**src/pes_defs.vh**
```
// Purpose: constants for the performance event selector
// Assumes: 40 MHz core clock, synchronous active-high reset
// Notes: event codes and unit masks are eight bits each
// Functional notes
// RQ1: code CA mask 08 counts scalar-double compute
// RQ2: compute count excludes loads, stores, logicals
// RQ3: code CB mask 01 counts second-level hits
// RQ4: code CB mask 02 counts second-level misses
// RQ5: code CB mask 04 counts non-faulting translation misses
// RQ6: load events are precise, tied to retiring load
// RQ7: code CD mask 00 counts state-clear assists
// RQ8: assists also from denormal or underflow cases
// RQ9: code CE mask 00 counts retired vector instructions
// RQ10: code CF mask 00 counts saturating vector retires
// RQ11: code E0 mask 01 counts decoded branches
// RQ12: code E4 mask 01 counts false taken branches
// RQ13: code E6 mask 01 counts front-end redirects
// RQ14: each redirect costs about seven fetch cycles
// RQ15: match both fields, increment by one
`ifndef PES_DEFS_VH
`define PES_DEFS_VH

`define PES_CODE_W 8
`define PES_CNT_W 40
`define PES_EV_SCALAR_DBL 8'hCA
`define PES_MK_SCALAR_DBL 8'h08
`define PES_EV_LOAD 8'hCB
`define PES_MK_L2_HIT 8'h01
`define PES_MK_L2_MISS 8'h02
`define PES_MK_XLAT_MISS 8'h04
`define PES_EV_ASSIST 8'hCD
`define PES_EV_VEC_RET 8'hCE
`define PES_EV_SAT_RET 8'hCF
`define PES_EV_BR_DEC 8'hE0
`define PES_EV_FALSE_BR 8'hE4
`define PES_EV_REDIRECT 8'hE6
`define PES_MK_NONE 8'h00
`define PES_MK_ONE 8'h01
`define PES_NUM_EV 10
`define PES_REDIRECT_PENALTY 3'h7
`define PES_PENALTY_W 3

`endif

```
**src/pes_qualify.v**
```verilog
// Purpose: qualifies raw pipeline occurrences into countable events
// Assumes: all inputs synchronous to clk, one-cycle pulses
// Notes: purely combinational, registered in the top module
module pes_qualify (
    input wire retire_vec_valid,
    input wire retire_vec_scalar_dbl,
    input wire retire_vec_arith,
    input wire retire_vec_saturating,
    input wire retire_load_valid,
    input wire retire_load_fault,
    input wire retire_load_l1_miss,
    input wire retire_load_l2_hit,
    input wire retire_load_xlat_miss,
    input wire state_clear_after_mm,
    input wire denormal_input,
    input wire underflow_result,
    input wire denormals_as_zero_flag,
    input wire flush_underflow_flag,
    output wire scalar_dbl_compute_event,
    output wire retired_load_second_level_hit,
    output wire retired_load_second_level_miss,
    output wire retired_load_translation_miss,
    output wire vector_assist_event,
    output wire vector_retired_event,
    output wire saturating_vector_retired_event
);
    // ***************************************************
    // vector instruction qualification
    // ***************************************************
    // RQ2: arithmetic ops only
    assign scalar_dbl_compute_event = retire_vec_valid & retire_vec_scalar_dbl & retire_vec_arith;
    assign vector_retired_event = retire_vec_valid;
    assign saturating_vector_retired_event = retire_vec_valid & retire_vec_saturating;

    // ***************************************************
    // retired load qualification
    // ***************************************************
    // RQ6: per retiring load
    assign retired_load_second_level_hit = retire_load_valid & retire_load_l1_miss & retire_load_l2_hit;
    assign retired_load_second_level_miss = retire_load_valid & retire_load_l1_miss & ~retire_load_l2_hit;
    // RQ5: faulting loads dropped
    assign retired_load_translation_miss = retire_load_valid & retire_load_xlat_miss & ~retire_load_fault;

    // ***************************************************
    // assist qualification
    // ***************************************************
    // RQ8: denormal and underflow assists
    assign vector_assist_event = state_clear_after_mm | (denormal_input & ~denormals_as_zero_flag) |
                                 (underflow_result & ~flush_underflow_flag);
endmodule // pes_qualify

```
**src/pes_selector.v**
```verilog
// Purpose: selects one performance event by code and unit mask and counts it
// Assumes: one clock, synchronous reset, core signals synchronous pulses
// Notes: at most one increment per cycle; unmatched selections never count
`include "pes_defs.vh"
module pes_selector (
    input wire clk,
    input wire reset,
    input wire [`PES_CODE_W-1:0] event_code,
    input wire [`PES_CODE_W-1:0] unit_mask,
    input wire counter_enable,
    input wire counter_clear,
    input wire retire_vec_valid,
    input wire retire_vec_scalar_dbl,
    input wire retire_vec_arith,
    input wire retire_vec_saturating,
    input wire retire_load_valid,
    input wire retire_load_fault,
    input wire retire_load_l1_miss,
    input wire retire_load_l2_hit,
    input wire retire_load_xlat_miss,
    input wire state_clear_after_mm,
    input wire denormal_input,
    input wire underflow_result,
    input wire denormals_as_zero_flag,
    input wire flush_underflow_flag,
    input wire branch_decoded_event,
    input wire false_taken_branch_event,
    input wire front_end_redirect_event,
    output reg [`PES_CNT_W-1:0] count,
    output reg count_pulse,
    output reg fetch_stall,
    output reg branch_target_buffer_flush
);
    wire scalar_dbl_ev;
    wire l2_hit_ev;
    wire l2_miss_ev;
    wire xlat_miss_ev;
    wire assist_ev;
    wire vec_ret_ev;
    wire sat_ret_ev;
    reg [`PES_NUM_EV-1:0] match;
    reg [`PES_NUM_EV-1:0] occur;
    wire hit;
    reg [`PES_PENALTY_W-1:0] stall_reg;
    reg [`PES_PENALTY_W-1:0] stall_next;

    pes_qualify u_qualify (
        .retire_vec_valid(retire_vec_valid),
        .retire_vec_scalar_dbl(retire_vec_scalar_dbl),
        .retire_vec_arith(retire_vec_arith),
        .retire_vec_saturating(retire_vec_saturating),
        .retire_load_valid(retire_load_valid),
        .retire_load_fault(retire_load_fault),
        .retire_load_l1_miss(retire_load_l1_miss),
        .retire_load_l2_hit(retire_load_l2_hit),
        .retire_load_xlat_miss(retire_load_xlat_miss),
        .state_clear_after_mm(state_clear_after_mm),
        .denormal_input(denormal_input),
        .underflow_result(underflow_result),
        .denormals_as_zero_flag(denormals_as_zero_flag),
        .flush_underflow_flag(flush_underflow_flag),
        .scalar_dbl_compute_event(scalar_dbl_ev),
        .retired_load_second_level_hit(l2_hit_ev),
        .retired_load_second_level_miss(l2_miss_ev),
        .retired_load_translation_miss(xlat_miss_ev),
        .vector_assist_event(assist_ev),
        .vector_retired_event(vec_ret_ev),
        .saturating_vector_retired_event(sat_ret_ev)
    );

    // ***************************************************
    // event selection
    // ***************************************************
    always @* begin
        // RQ1: scalar double compute
        match[0] = (event_code == `PES_EV_SCALAR_DBL) && (unit_mask == `PES_MK_SCALAR_DBL);
        occur[0] = scalar_dbl_ev;
        // RQ3: second-level hit
        match[1] = (event_code == `PES_EV_LOAD) && (unit_mask == `PES_MK_L2_HIT);
        occur[1] = l2_hit_ev;
        // RQ4: second-level miss
        match[2] = (event_code == `PES_EV_LOAD) && (unit_mask == `PES_MK_L2_MISS);
        occur[2] = l2_miss_ev;
        // RQ5: translation miss
        match[3] = (event_code == `PES_EV_LOAD) && (unit_mask == `PES_MK_XLAT_MISS);
        occur[3] = xlat_miss_ev;
        // RQ7: vector assists
        match[4] = (event_code == `PES_EV_ASSIST) && (unit_mask == `PES_MK_NONE);
        occur[4] = assist_ev;
        // RQ9: vector retired
        match[5] = (event_code == `PES_EV_VEC_RET) && (unit_mask == `PES_MK_NONE);
        occur[5] = vec_ret_ev;
        // RQ10: saturating retired
        match[6] = (event_code == `PES_EV_SAT_RET) && (unit_mask == `PES_MK_NONE);
        occur[6] = sat_ret_ev;
        // RQ11: decoded branches
        match[7] = (event_code == `PES_EV_BR_DEC) && (unit_mask == `PES_MK_ONE);
        occur[7] = branch_decoded_event;
        // RQ12: false taken branches
        match[8] = (event_code == `PES_EV_FALSE_BR) && (unit_mask == `PES_MK_ONE);
        occur[8] = false_taken_branch_event;
        // RQ13: front-end redirects
        match[9] = (event_code == `PES_EV_REDIRECT) && (unit_mask == `PES_MK_ONE);
        occur[9] = front_end_redirect_event | false_taken_branch_event;
    end

    // RQ15: both fields must match
    assign hit = |(match & occur);

    // ***************************************************
    // redirect penalty window
    // ***************************************************
    always @* begin
        stall_next = stall_reg;
        // RQ14: seven lost fetch cycles
        if (front_end_redirect_event || false_taken_branch_event) begin
            stall_next = `PES_REDIRECT_PENALTY;
        end else if (stall_reg != {`PES_PENALTY_W{1'b0}}) begin
            stall_next = stall_reg - 1'b1;
        end
    end

    // ***************************************************
    // counter and registered outputs
    // ***************************************************
    always @(posedge clk) begin
        if (reset) begin
            count <= {`PES_CNT_W{1'b0}};
            count_pulse <= 1'b0;
            stall_reg <= {`PES_PENALTY_W{1'b0}};
            fetch_stall <= 1'b0;
            branch_target_buffer_flush <= 1'b0;
        end else begin
            stall_reg <= stall_next;
            fetch_stall <= (stall_next != {`PES_PENALTY_W{1'b0}});
            // RQ12: false branch flushes buffer
            branch_target_buffer_flush <= false_taken_branch_event;
            // RQ15: clear suppresses pulse
            count_pulse <= counter_enable & ~counter_clear & hit;
            // RQ15: increment by one
            if (counter_clear) begin
                count <= {`PES_CNT_W{1'b0}};
            end else if (counter_enable && hit) begin
                count <= count + 1'b1;
            end
        end
    end
endmodule // pes_selector

```
**config.mk**
```make
export PLATFORM = sky130hd
export DESIGN_NAME = pes_selector
export DESIGN_NICKNAME = d
export VERILOG_FILES = /design/src/pes_qualify.v /design/src/pes_selector.v
export VERILOG_INCLUDE_DIRS = /design/src
export SDC_FILE = /design/constraint.sdc
export NUM_CORES = 1
export LEC_CHECK = 0
export BUFFER_PORTS_ARGS = -buffer_cell sky130_fd_sc_hd__buf_2
export CAP_MARGIN = 20
export CELL_PAD_IN_SITES_DETAIL_PLACEMENT = 0
export CELL_PAD_IN_SITES_GLOBAL_PLACEMENT = 2
export CORE_UTILIZATION = 32
export CTS_CLUSTER_SIZE = 16
export DETAILED_ROUTE_END_ITERATION = 10
export PLACE_DENSITY_LB_ADDON = 0.05
export SLEW_MARGIN = 0
export SYNTH_ARGS = -nofsm -noshare
export SYNTH_HDL_FRONTEND = slang
export SYNTH_SLANG_ARGS = --single-unit
```
**constraint.sdc**
```tcl
create_clock -name clk -period 5.1 [get_ports clk]
set_input_delay 1.02 -clock clk [delete_from_list [all_inputs] [get_ports clk]]
set_output_delay 1.02 -clock clk [all_outputs]
set_load 0.05 [all_outputs]
```
==> impl_metrics.py <==
metrics = {
    "status": {
        "status": "finished, final reports clean",
    },
    "synth": {
        "syn_nets": 366,
        "avgSynthCellArea_um2": 8.49,
        "synth_edf_count": 0,
        "synthFlopType": "dfxtp_1",
        "synth-seq-cells": 46,
        "synth.distinct_cells": 46,
        "synthTopCellsByArea": "dfxtp_1 33%, or3_1 7.5%, o311ai_0 5.7%",
        "yosysMostFrequentCell": "dfxtp_1",
        "synth_commonest_cells": "46 x dfxtp_1, 33 x nand2_1, 33 x or3_1",
        "post-synth-top-area-cell": "dfxtp_1",
        "yosys_warnings": 0,
        "netlist_instances": 325,
        "seq_area_frac_synth_pct": 33.4,
        "synth.cell_area_um2": 2760,
        "async_flop_share_pct": 0,
        "synth.top_cell.area_share_pct": 33.4,
    },
    "placement": {
        "dp_hpwl_um": 5460,
        "gp_congestion": 0.760,
        "io_buffer_count": 79,
    },
    "die": {
        "fp-row-count": 33,
        "die_area_um2": 8990,
        "start_util_pct": 33.4,
        "coreArea_um2": 8260,
        "fp.dieW_um": 94.8,
        "ios": 80,
        "die_h_um": 94.8,
    },
    "timing": {
        "fmax_ghz": 0.330,
        "setup_viol": 0,
        "fin_crit_sh_pct": 59.4,
        "tns_ns": 0,
        "rsz0062_at_grt": "false",
        "slew_violations": 0,
        "worst-slew-pin-transition_ns": 0.812,
        "hold_viol": 0,
        "holdWs_ns": 0.475,
        "fin_skew_ns": 0.0153,
        "timing.slew.headroom_pct": 45.8,
        "fin_crit_ns": 3.03,
    },
    "clock_network": {
        "cts_sinks": 46,
        "max-clock-path-buffers": 2,
        "cts.clk_slew.worst_paths_ns": 0.09,
        "cts_hold_buf": 0,
        "tritoncts": "yes",
        "cts-resized-gates": 0,
        "post-cts-setup-buffers": 0,
        "clk_latency_ns": 0.30,
        "cts_inserted_buffers": 5,
        "h-tree-depth": 2,
        "clockRootBuffer": "clkbuf_8",
    },
    "detailed_routing": {
        "postRouteAntennaNets": 0,
        "via_per_inst": 5.74,
        "dr.first_iter.drc_count": 122,
        "dr.pass1.iters": 4,
        "drc": 0,
        "wl_per_cell_um": 17.0,
        "drt_wl_total_um": 8360,
        "vias": 2828,
    },
    "critical_path": {
        "worst-path-buf-inv": 1,
        "critPathKind": "input pin to flip-flop",
        "max_stage_delay_ns": 0.58,
        "setup.worst_path.end_class": "flip-flop",
        "crit_required_ns": 5.34,
        "cp_top_family": "simple AND/OR/NAND/NOR gates",
        "path_cells": "buf_2 -> nand3b_1 -> or4_1 -> a2111oi_2 -> and4bb_4 -> or4_1 -> a21oi_1",
        "crit_path_start_kind": "input pin",
        "cpMostUsedCell": "or4_1",
        "crit_slowest_cell": "or4_1",
        "path_max_fanout": 68,
        "worstPathArrival_ns": 3.27,
    },
    "final_layout": {
        "final_nets": 429,
        "diodes": 0,
        "nFillCells": 882,
        "largest_register_ffs": 40,
        "syn2layout_area_growth_pct": 18.5,
        "drive_gt1_share_pct": 26.3,
    },
    "global_route": {
        "grt_use_total_pct": 19.4,
        "grt_max_degree": 69,
        "grt_pass1_vias": 2659,
        "grt_pass1_wl_um": 13700,
        "grt-ovfl-total": 0,
        "antenna_found_initial": 0,
    },
    "worst_hold_path": {
        "hp-class": "flip-flop to flip-flop",
    },
    "pwr": {
        "ir_drop_mv": 0.0906,
        "power_uw": 653,
        "p_per_area_nw_per_um2": 200,
        "leakage_nw": 1.23,
    },
    "run": {
        "maxCapViolCount": 0,
    },
}
==> cell usage in the layout (no fill, tap or decap), types with 3 or more instances in the layout <==
| cell type | count |
|---|---|
| buf_2 | 79 |
| dfxtp_1 | 46 |
| nand2_1 | 33 |
| or3_1 | 33 |
| nand3_1 | 24 |
| o311ai_0 | 18 |
| o41ai_1 | 18 |
| nand4_1 | 15 |
| nor2_1 | 12 |
| mux2i_1 | 11 |
| or4_1 | 10 |
| a21oi_1 | 8 |
| o211ai_1 | 7 |
| inv_1 | 5 |
| and3_1 | 5 |
| nor3_1 | 5 |
| nor4_2 | 5 |
| clkbuf_8 | 5 |
| nor2b_1 | 4 |
| nor3b_1 | 4 |
| ha_1 | 4 |
| nand2b_1 | 3 |
| nor4_1 | 3 |
| o21ai_0 | 3 |
==> report_power, final <==
group	internal [mW]	switching, mW	total (mW)
Sequential	0.362	0.00108	0.363
Clock	0.0944	0.127	0.222
Combinational	0.0276	0.0411	0.0686
==> cell families after synthesis <==
group,synth area share [%]
XOR/XNOR,0.318
buffers and inverters,5.40
adder cells (fa/ha/maj),1.81
flip-flops,33.4
AND/OR/NAND/NOR,35.5
multiplexers,3.99
AO/OA/AOI/OAI,19.6
==> per-layer routing <==
layer	track usage, %	vias to the layer above	part of all wire, %	wire (um)
met5	0	-	0	0
met4	5.56	0	0.75	63
met3	2.98	5	4.7	390
met2	33.2	79	49	4090
met1	25.1	1331	46	3810
li1	-	1413	-	-
==> tightest hold or removal path, cell delays in order, from the launching register on <==
cell and delay [ns]:
dfxtp_1 0.33, nand2_1 0.05, mux2i_1 0.05
==> per-stage QoR <==
stage	area [um^2]	instances	utilization [%]	worst slack [ns]
after floorplan	2760	325	-	2.19
after global placement	3170	485	38.4	1.80
after detailed placement	3190	486	38.6	1.78
after CTS	3270	493	39.6	2.07
after global routing	3270	493	39.6	1.90
final	3270	493	39.6	2.07
==> cell type report <==
| class | count | area [um^2] | share of cell area [%] |
|---|---|---|---|
| Multi-Input combinational cell | 248 | 1690 | 51.7 |
| Timing Repair Buffer | 82 | 425 | 13.0 |
| Clock inverter | 1 | 7.51 | 0.230 |
| Sequential cell | 46 | 921 | 28.2 |
| Inverter | 5 | 18.8 | 0.574 |
| Clock buffer | 6 | 72.6 | 2.22 |
| Tap cell | 105 | 131 | 4.02 |
==> worst paths after layout <==
check	startpoint	endpoint	slack [ns]	cells past startpoint
hold reg to reg	count[39]	count[39]	0.48	2
hold / removal	count[39]	count[39]	0.48	2
setup / recovery	event_code[4]	count[15]	2.07	7
setup reg to reg	count[3]	count[35]	2.59	6
Power figures use the tool's default switching activity.
